`config.mk`:
```
export PLATFORM = sky130hd
export DESIGN_NAME = cec_top
export DESIGN_NICKNAME = d
export VERILOG_FILES = /design/src/cec_pkg.sv /design/src/cec_top.sv
export VERILOG_INCLUDE_DIRS = /design/src /design/src/src
export SDC_FILE = /design/constraint.sdc
export NUM_CORES = 1
export LEC_CHECK = 0
export BUFFER_PORTS_ARGS = -buffer_cell sky130_fd_sc_hd__buf_2
export CAP_MARGIN = 20
export CORE_AREA = 2 2 71 73
export DETAILED_ROUTE_END_ITERATION = 16
export DIE_AREA = 0 0 73 75
export MAX_ROUTING_LAYER = met4
export PLACE_DENSITY = 0.78
export SYNTH_ARGS = -nofsm -noshare
export SYNTH_HDL_FRONTEND = slang
export SYNTH_SLANG_ARGS = --single-unit
```
`constraint.sdc`:
```
create_clock -name clk -period 2.4 [get_ports clk]
set_input_delay 0.24 -clock clk [delete_from_list [all_inputs] [get_ports clk]]
set_output_delay 0.24 -clock clk [all_outputs]
set_load 0.02 [all_outputs]
```
`src/cec_regs.svh`:
```
// command code, field positions and reset values of the conversion enable configuration byte
`ifndef CEC_REGS_SVH
`define CEC_REGS_SVH
`define CEC_CMD_CODE      8'h02
`define CEC_RSVD_HI       7
`define CEC_RSVD_LO       5
`define CEC_POS_PU        4
`define CEC_POS_CMD       3
`define CEC_POS_CP        2
`define CEC_POS_POL       1
`define CEC_POS_FAST      0
`define CEC_CFG_RESET     5'h00
`define CEC_CNT_RESET     16'h0000
`endif

```
`src/cec_pkg.sv`:
```
// types shared by the conversion enable configuration block
`default_nettype none
package cec_pkg;
  typedef struct packed {
    logic powerup_source_select;
    logic cmd_source_select;
    logic pin_source_select;
    logic pin_active_high;
    logic fast_off;
  } cec_cfg_t;

  typedef struct packed {
    logic       wr;
    logic       rd;
    logic [7:0] code;
    logic [7:0] wdata;
  } cec_cmd_t;

  typedef enum logic [1:0] {
    CEC_OFF,
    CEC_ON,
    CEC_HOLD,
    CEC_RAMP
  } cec_state_t;
endpackage : cec_pkg
`default_nettype wire

```
`src/cec_top.sv`:
```
// conversion enable configuration: pin and bus enable combination with turn-off profile
`timescale 1ns/1ps
`default_nettype none
`include "cec_regs.svh"
module cec_top (
  input  wire logic             clk,
  input  wire logic             rst_n,
  input  wire cec_pkg::cec_cmd_t bus_cmd,
  input  wire logic             nvm_load,
  input  wire logic [4:0]       nvm_data,
  input  wire logic             clear_faults,
  input  wire logic             run_command,
  input  wire logic             enable_lockout_input,
  input  wire logic             input_power_ok,
  input  wire logic [15:0]      turnoff_hold_time,
  input  wire logic [15:0]      turnoff_ramp_time,
  output logic [7:0]            rd_data_r,
  output logic                  rd_valid_r,
  output logic                  invalid_data_r,
  output logic                  host_alert_r,
  output logic                  conv_en_r,
  output logic                  ramp_active_r,
  output logic                  undervoltage_lockout_r
);
  import cec_pkg::*;

  // ==========================================================
  // pin synchronisers
  logic       pin_s1_r;
  logic       pin_s2_r;
  logic       pwr_s1_r;
  logic       pwr_s2_r;

  always_ff @(posedge clk) begin
    if (!rst_n) begin
      pin_s1_r <= 1'b0;
      pin_s2_r <= 1'b0;
      pwr_s1_r <= 1'b0;
      pwr_s2_r <= 1'b0;
    end else begin
      pin_s1_r <= enable_lockout_input;
      pin_s2_r <= pin_s1_r;
      pwr_s1_r <= input_power_ok;
      pwr_s2_r <= pwr_s1_r;
    end
  end

  // ==========================================================
  // configuration byte
  cec_cfg_t   cfg_r;
  logic       wr_hit;
  logic       wr_bad;

  function automatic logic byte_invalid(input logic [7:0] b);
    // only the reserved bits can make a value undefined
    byte_invalid = |b[`CEC_RSVD_HI:`CEC_RSVD_LO];
  endfunction : byte_invalid

  assign wr_hit = bus_cmd.wr && (bus_cmd.code == `CEC_CMD_CODE);
  assign wr_bad = wr_hit && byte_invalid(bus_cmd.wdata);

  always_ff @(posedge clk) begin
    if (!rst_n) begin
      cfg_r <= `CEC_CFG_RESET;
    end else if (nvm_load) begin
      cfg_r <= nvm_data;
    end else if (wr_hit && !wr_bad) begin
      cfg_r <= bus_cmd.wdata[`CEC_POS_PU:`CEC_POS_FAST];
    end
  end

  always_ff @(posedge clk) begin
    if (!rst_n) begin
      rd_data_r  <= 8'h00;
      rd_valid_r <= 1'b0;
    end else begin
      rd_valid_r <= bus_cmd.rd && (bus_cmd.code == `CEC_CMD_CODE);
      if (bus_cmd.rd && (bus_cmd.code == `CEC_CMD_CODE)) begin
        rd_data_r <= {3'h0, cfg_r};
      end
    end
  end

  // set wins over a clear in the same cycle
  always_ff @(posedge clk) begin
    if (!rst_n) begin
      invalid_data_r <= 1'b0;
      host_alert_r   <= 1'b0;
    end else begin
      invalid_data_r <= wr_bad | (invalid_data_r & ~clear_faults);
      host_alert_r   <= wr_bad | (host_alert_r & ~clear_faults);
    end
  end

  // ==========================================================
  // enable decision
  logic       pin_act;
  logic       pin_ok;
  logic       cmd_ok;
  logic       want_on;
  logic       pin_off;

  assign pin_act = cfg_r.pin_active_high ? pin_s2_r : ~pin_s2_r;
  assign pin_ok  = ~cfg_r.pin_source_select | pin_act;
  assign cmd_ok  = ~cfg_r.cmd_source_select | run_command;
  // with bit 4 clear only input power matters
  assign want_on = pwr_s2_r & (~cfg_r.powerup_source_select | (pin_ok & cmd_ok));
  assign pin_off = cfg_r.powerup_source_select & cfg_r.pin_source_select & ~pin_act;

  always_ff @(posedge clk) begin
    if (!rst_n) begin
      undervoltage_lockout_r <= 1'b0;
    end else begin
      // lockout needs a respected, active high pin
      undervoltage_lockout_r <= cfg_r.pin_source_select & cfg_r.pin_active_high;
    end
  end

  // ==========================================================
  // turn-off sequencer
  cec_state_t state_r;
  cec_state_t state_nxt;
  logic [15:0] cnt_r;
  logic [15:0] cnt_nxt;

  always_comb begin
    state_nxt = state_r;
    cnt_nxt   = cnt_r;
    unique case (state_r)
      CEC_OFF: begin
        if (want_on) begin
          state_nxt = CEC_ON;
        end
      end
      CEC_ON: begin
        if (!want_on) begin
          if (pwr_s2_r && pin_off && !cfg_r.fast_off) begin
            state_nxt = CEC_HOLD;
            cnt_nxt   = turnoff_hold_time;
          end else begin
            state_nxt = CEC_OFF;
          end
        end
      end
      CEC_HOLD: begin
        if (!pwr_s2_r) begin
          state_nxt = CEC_OFF;
        end else if (cnt_r == `CEC_CNT_RESET) begin
          state_nxt = CEC_RAMP;
          cnt_nxt   = turnoff_ramp_time;
        end else begin
          cnt_nxt = cnt_r - 16'h0001;
        end
      end
      CEC_RAMP: begin
        // a started ramp runs down to zero unless input power drops first
        if (!pwr_s2_r || cnt_r == `CEC_CNT_RESET) begin
          state_nxt = CEC_OFF;
        end else begin
          cnt_nxt = cnt_r - 16'h0001;
        end
      end
    endcase
  end

  always_ff @(posedge clk) begin
    if (!rst_n) begin
      state_r <= CEC_OFF;
      cnt_r   <= `CEC_CNT_RESET;
    end else begin
      state_r <= state_nxt;
      cnt_r   <= cnt_nxt;
    end
  end

  always_ff @(posedge clk) begin
    if (!rst_n) begin
      conv_en_r     <= 1'b0;
      ramp_active_r <= 1'b0;
    end else begin
      conv_en_r     <= (state_nxt != CEC_OFF);
      ramp_active_r <= (state_nxt == CEC_RAMP);
    end
  end

  // ==========================================================
  // checks
  chk_read_zero_hi: assert property (@(posedge clk) disable iff (!rst_n)
    rd_valid_r |-> (rd_data_r[7:5] == 3'h0))
    else $error("reserved bits read nonzero");

  chk_read_back: assert property (@(posedge clk) disable iff (!rst_n)
    (bus_cmd.rd && bus_cmd.code == 8'h02) |=> (rd_valid_r && rd_data_r[4:0] == $past(cfg_r)))
    else $error("read does not return config");

  chk_write_takes: assert property (@(posedge clk) disable iff (!rst_n)
    (wr_hit && !wr_bad && !nvm_load) |=> (cfg_r == $past(bus_cmd.wdata[4:0])))
    else $error("valid write not applied");

  chk_bad_write_kept: assert property (@(posedge clk) disable iff (!rst_n)
    (wr_bad && !nvm_load) |=> ($stable(cfg_r) && invalid_data_r && host_alert_r))
    else $error("invalid write not flagged");

  chk_powerup_free: assert property (@(posedge clk) disable iff (!rst_n)
    (state_r == CEC_OFF && !cfg_r.powerup_source_select && pwr_s2_r) |=> conv_en_r)
    else $error("no start with power present");

  chk_cmd_ignored: assert property (@(posedge clk) disable iff (!rst_n)
    (state_r == CEC_OFF && cfg_r.powerup_source_select && !cfg_r.cmd_source_select
     && !cfg_r.pin_source_select && pwr_s2_r) |=> conv_en_r)
    else $error("run command not disregarded");

  chk_fast_stop: assert property (@(posedge clk) disable iff (!rst_n)
    (state_r == CEC_ON && pin_off && cfg_r.fast_off) |=> !conv_en_r)
    else $error("fast off not immediate");

  chk_hold_then_ramp: assert property (@(posedge clk) disable iff (!rst_n)
    (state_r == CEC_ON && !want_on && pwr_s2_r && pin_off && !cfg_r.fast_off && turnoff_hold_time == 16'h0002)
    |=> (conv_en_r && !ramp_active_r) [*3] ##1 ramp_active_r)
    else $error("hold time not kept before ramp");

  chk_lockout: assert property (@(posedge clk) disable iff (!rst_n)
    !cfg_r.pin_active_high |=> !undervoltage_lockout_r)
    else $error("lockout with active low pin");

  chk_flag_set_wins: assert property (@(posedge clk) disable iff (!rst_n)
    (wr_bad && clear_faults) |=> invalid_data_r)
    else $error("clear beat set");
endmodule : cec_top
`default_nettype wire

```
==> flow_summary.ini, run 1 <==
[sta]
fin_crit_ns = 2.226
relSlewSlack_pct = 51.70
fin_skew_ns = 0.009527
slew_violations = 0
worst_pin_slew_ns = 0.7211
hold_viol = 0
finalWorstSetupSlack_ns = 0.1745
timing.hold.ws_ns = 0.1545
period_share_pct = 92.73
setup_violations = 0
finalSetupTns_ns = 0
rsz0062_at_grt = false
fmaxAchievable_mhz = 449.3

[synth]
synth_edf_count = 0
ys.flop_type = dfxtp_1
synth_area_leaders = dfxtp_1 33%, a21oi_1 4.3%, nand3_1 3.9%
post_synth_num_cell_types = 64
avgSynthCellArea_sq_um = 8.406
syn_area_sq_um = 2328
yosysSeqAreaShare_pct = 32.67
synthArstFlopShare_pct = 0
synth_warnings = 0
synth_top_area_share_pct = 32.67
yosysTopAreaCell = dfxtp_1
syn-instance-count = 277
yosys.cell_count.top_type = dfxtp_1
ys_seq_elements = 38
yosys-top-cells-count = 38 x dfxtp_1, 20 x a21oi_1, 20 x nand2_1, 20 x nor2_1, 18 x nand3_1

[clock_tree]
cts_tree = built
clock_latency_ns = 0.29
h-tree-depth = 2
cts_made_buffers = 5
clockBufferDepth = 2
cts_resized = 0
clock_sinks = 38
cts_setup_buffers = 0
ctsHoldBuffers = 0
cts_root_buffer = clkbuf_8
clk_pin_slew_worst_paths_ns = 0.08

[critical_path]
worstPathArrival_ns = 2.41
setup.worst_path.start_class = flip-flop
criticalPathCategory = reg2reg
critPathMaxFanout = 11
cp.required_ns = 2.58
worst_setup_path_end_kind = flip-flop

[global_route]
antenna_found_initial = 0
track_usage_pct = 26.29
grt_pass1_wl_mm = 10.90
grt_max_degree = 24
grt_pass1_vias = 2290
grt_overflow_total = 0

[power]
p_per_area_nw_per_um2 = 435.8
design_power_total_mw = 1.240
p_leak_nw = 1.254
ir_drop_mv = 0.2957

[route]
drt_iter0_markers = 216
drt_wl_total_mm = 6.772
viasPerCell = 6.201
vias = 2499
ant_nets = 0
drtPass1Iterations = 5
wire_per_inst_um = 16.80
post-route-drc-count = 0

[die]
ios = 76
rows = 25
die_w_um = 73
die_h_um = 75
start_util_pct = 49.96
core_sq_um = 4661
die_area_sq_um = 5475

[cells_and_area]
n_antenna_cell = 0
layout-drive-gt1-share_pct = 32.38
nets = 412
syn_to_final_growth_pct = 22.19
fin_cells = 403

[placed_design]
io_buffer_count = 72
gp_congestion = 0.9085
preCtsSetupSlack_ns = 0.2021
dpl.hpwl_mm = 4.970
dp_cells = 395

[run]
maxCapViolations = 0

[min_path]
min_path_type = in2reg

[outcome]
status = finished, final reports clean
-- through the flow --
| step | area (sq um) | util (%) |
|---|---|---|
| 6_report | 2845 | 61.05 |
| 5_1_grt | 2845 | 61.05 |
| 4_1_cts | 2845 | 61.05 |
| 3_5_place_dp | 2750 | 59.01 |
| 3_3_place_gp | 2750 | 59.01 |
| 2_1_floorplan | 2336 | - |
-- power breakdown --
part | internal, mW | switching, mW | leakage [nW] | total [mW]
Combinational | 0.0639 | 0.0602 | 0.898 | 0.124
Sequential | 0.640 | 0.0108 | 0.308 | 0.651
Clock | 0.231 | 0.234 | 0.0472 | 0.465
Total | 0.935 | 0.305 | 1.25 | 1.24
-- flip-flops by register name, indices dropped and copies added (netlist names), 2 cells and up --
signal / count
state_r: 2
rd_data_r: 5
cfg_r: 5
cnt_r: 16
-- final cells by class --
class | count | area (sq um)
well taps | 54 | 67.56
inverters | 8 | 30.03
multi-input cells | 211 | 1441
clock inverters | 2 | 12.51
flip-flops and latches | 38 | 760.7
fillers | 422 | 1815
clock buffers | 6 | 82.58
repair buffers | 84 | 450.4
-- worst max-delay path, cell delays in order, from the launching register on --
cell     delay, ns
dfxtp_1       0.44
inv_1         0.10
ha_1          0.22
nor4b_1       0.14
buf_4         0.15
a41oi_1       0.22
buf_4         0.24
o21a_1        0.23
nand3_1       0.11
a31o_2        0.27
-- logic make-up (layout without fill, tap and decap cells) --
family          after synthesis  count (layout)  share of synthesized area [%]
compound gates               80              80                          25.79
xor+xnor                      3               3                          1.129
fa+ha+maj                     2               2                          1.075
buf+inv                      30             100                          5.750
flops                        38              38                          32.67
mux                          11              11                          4.997
other cells                   1               3                         0.1610
simple gates                112             112                          28.43
-- final timing paths --
kind | startpoint | to | slack, ns | cells past startpoint
worst max-delay path | cnt_r[0]$_SDFFE_PN0P_ | cnt_r[9]$_SDFFE_PN0P_ | 0.17 | 9
worst min-delay path | input_power_ok | pwr_s1_r$_SDFF_PN0_ | 0.15 | 2
worst max register to register | cnt_r[0]$_SDFFE_PN0P_ | cnt_r[9]$_SDFFE_PN0P_ | 0.17 | 9
worst min register to register | pin_s1_r$_SDFF_PN0_ | pin_s2_r$_SDFF_PN0_ | 0.43 | 1
-- placed cells by master, fill, tap and decap left out, types with 3 or more instances in the layout --
cell type	count
nor2b_1	3
mux2i_1	6
buf_4	12
and3_1	3
clkbuf_8	6
o32ai_2	3
inv_1	7
and2_1	8
o21ai_0	9
a311oi_1	3
conb_1	3
nand3b_1	4
and4_1	3
dfxtp_1	38
nand4_1	8
nand2_1	20
a31oi_1	7
buf_2	72
nor3_1	3
nor4_1	3
a21oi_1	20
mux2_2	5
nor2_1	20
nand3_1	18
a32o_1	4
o211ai_1	7
nand2b_1	3
-- layer usage --
| metal | routed length, um | GRT usage (%) | up-vias | share of wire (%) |
|---|---|---|---|---|
| met5 | 0 | - | - | 0 |
| met4 | 122 | 7.407 | 0 | 1.8 |
| met3 | 549 | 4.819 | 20 | 8.1 |
| met2 | 3185 | 42.84 | 132 | 47 |
| met1 | 2915 | 33.50 | 1151 | 43 |
| li1 | - | - | 1196 | - |
No activity file was read; power rests on OpenSTA's default activity.
==> run 2: changes to the inputs <==
- CORE_AREA: 2 2 71 73 -> 2 2 75 77
- DIE_AREA: 0 0 73 75 -> 0 0 77 79
- PLACE_DENSITY: 0.78 -> 0.74
- clock period: 2.4 -> 2 ns (I/O delays scaled with it)
==> flow_summary.ini, run 2 (synthesized netlist as in run 1, its figures left out) <==
[critical_path]
critPathMaxFanout = 6
reg2reg_to = cnt_r[5]$_SDFFE_PN0P_
reg2reg_depth = 5
criticalPathCategory = reg2reg
worst_setup_path_end_kind = flip-flop
timing.rr.start = cnt_r[10]$_SDFFE_PN0P_
r2r_slack_ns = -0.007
cp.required_ns = 2.23
setup.worst_path.start_class = flip-flop
worstPathArrival_ns = 2.23

[route]
drt_wl_total_mm = 7.230
wire_per_inst_um = 15.96
vias = 2584
drtPass1Iterations = 4
drt_iter0_markers = 193
post-route-drc-count = 0
viasPerCell = 5.704
ant_nets = 0

[sta]
hold_viol = 0
relSlewSlack_pct = 59.07
setup_violations = 1
finalWorstSetupSlack_ns = -0.007341
fmaxAchievable_mhz = 498.2
rsz0062_at_grt = true
fin_crit_ns = 2.007
timing.hold.ws_ns = 0.1034
period_share_pct = 100.4
fin_skew_ns = 0.009173
slew_violations = 0
worst_pin_slew_ns = 0.6055

[global_route]
track_usage_pct = 25.25
grt_max_degree = 17
grt_overflow_total = 0
grt_pass1_vias = 2468
antenna_found_initial = 0
grt_pass1_wl_mm = 11.90

[min_path]
holdCritStartpoint = enable_lockout_input
whs_path_depth = 2
hold_end = pin_s1_r$_SDFF_PN0_
min_path_type = in2reg

[cells_and_area]
multi_input_area_sq_um = 1560
syn_to_final_growth_pct = 39.33
fill_cells = 484
final_cell_mix = 72 x buf_2, 43 x buf_4, 34 x dfxtp_1
layout-drive-gt1-share_pct = 43.31
regArea_sq_um = 765.7
nets = 444
n_antenna_cell = 0
final_common_cell = buf_2
largest_register = cnt_r
largestRegisters = cnt_r (16), cfg_r (5), rd_data_r (5)
utilization_pct = 60.78
largest_reg_flops = 16

[die]
core_sq_um = 5338
ios = 76
rows = 27
die_area_sq_um = 6083
start_util_pct = 43.62
die_h_um = 79
die_w_um = 77

[clock_tree]
cts_made_buffers = 5
clockBufferDepth = 2
cts_root_buffer = clkbuf_8
clock_sinks = 38
clk_pin_slew_worst_paths_ns = 0.08
h-tree-depth = 2
clock_latency_ns = 0.30
cts_tree = built

[power]
switchingPower_mw = 0.3862
switching_share_pct = 25.46
comb_power_share_pct = 10.8
seq_power_share_pct = 51.4
p_per_area_nw_per_um2 = 467.6
p_leak_nw = 1.448
p_clk_share_pct = 37.8
p_int_mw = 1.131
ir_drop_mv = 0.2425

[outcome]
status = complete, but fails checks
violations = negative setup slack

[placed_design]
io_buffer_count = 72
dpl.hpwl_mm = 5.317
gp_congestion = 0.9557

[run]
maxCapViolations = 0
==> run 2: per-stage QoR <==
stage               instances   TNS (ns)  total power [mW]  worst slack [ns]  area [sq um]
floorplan                 279          0            0.8730          0.004452          2336
global placement          440   -0.04815            0.9514          -0.03593          2988
detailed placement        440    -0.7571            0.9556           -0.1286          2988
CTS                       449  -0.004737             1.525         -0.003522          3142
global route              453    -0.2793             1.581          -0.07614          3244
finish                    453  -0.007341             1.517         -0.007341          3244
==> run 2: what timing repair did <==
item | CTS | global route
hold buffers | 0 | 0
resized for setup | 12 | 13
setup endpoints to repair | 11 | 17
pin swaps | 4 | 8
setup buffers | 1 | 4
==> run 2: final cells by class <==
| type | count | area share (%) |
|---|---|---|
| sequential | 38 | 23.60 |
| inverter | 8 | 0.9256 |
| tap | 72 | 2.777 |
| multi-input combinational | 211 | 48.09 |
| clock inverter | 2 | 0.3857 |
| timing repair buffer | 116 | 21.67 |
| clock buffer | 6 | 2.545 |
==> run 2: metal layers <==
layer,routed length (um),vias to the layer above,track usage (%)
met2,3418,100,39.91
met5,0,-,-
met1,3074,1207,31.85
met4,259,0,12.32
li1,-,1255,-
met3,477,22,3.864
==> run 2: worst max-delay path, stage by stage (launching register included) <==
cell     delay (ns)
dfxtp_1        0.38
nor4b_1        0.59
a41oi_4        0.24
o21a_1         0.33
and4b_1        0.24
o22ai_1        0.14
==> run 2: power by group through the flow <==
stage / Sequential [mW] / Clock [mW] / Combinational, mW
after floorplan: 0.793 / 0 / 0.0801
after global placement: 0.796 / 0 / 0.156
after detailed placement: 0.797 / 0 / 0.159
after CTS: 0.779 / 0.585 / 0.161
after global routing: 0.781 / 0.617 / 0.183
final: 0.780 / 0.573 / 0.164
==> run 2: how the worst max path moves through the flow <==
stage                      startpoint  slack, ns                     end  cells after the start
2_1_floorplan   cnt_r[0]$_SDFFE_PN0P_      0.004  cnt_r[12]$_SDFFE_PN0P_                      7
3_3_place_gp    cnt_r[0]$_SDFFE_PN0P_      -0.04   cnt_r[8]$_SDFFE_PN0P_                      9
3_5_place_dp    cnt_r[0]$_SDFFE_PN0P_      -0.13   cnt_r[7]$_SDFFE_PN0P_                      9
4_1_cts         cnt_r[0]$_SDFFE_PN0P_     -0.004  cnt_r[10]$_SDFFE_PN0P_                      8
5_1_grt         cnt_r[1]$_SDFFE_PN0P_      -0.08   cnt_r[2]$_SDFFE_PN0P_                      9
6_report       cnt_r[10]$_SDFFE_PN0P_     -0.007   cnt_r[5]$_SDFFE_PN0P_                      5
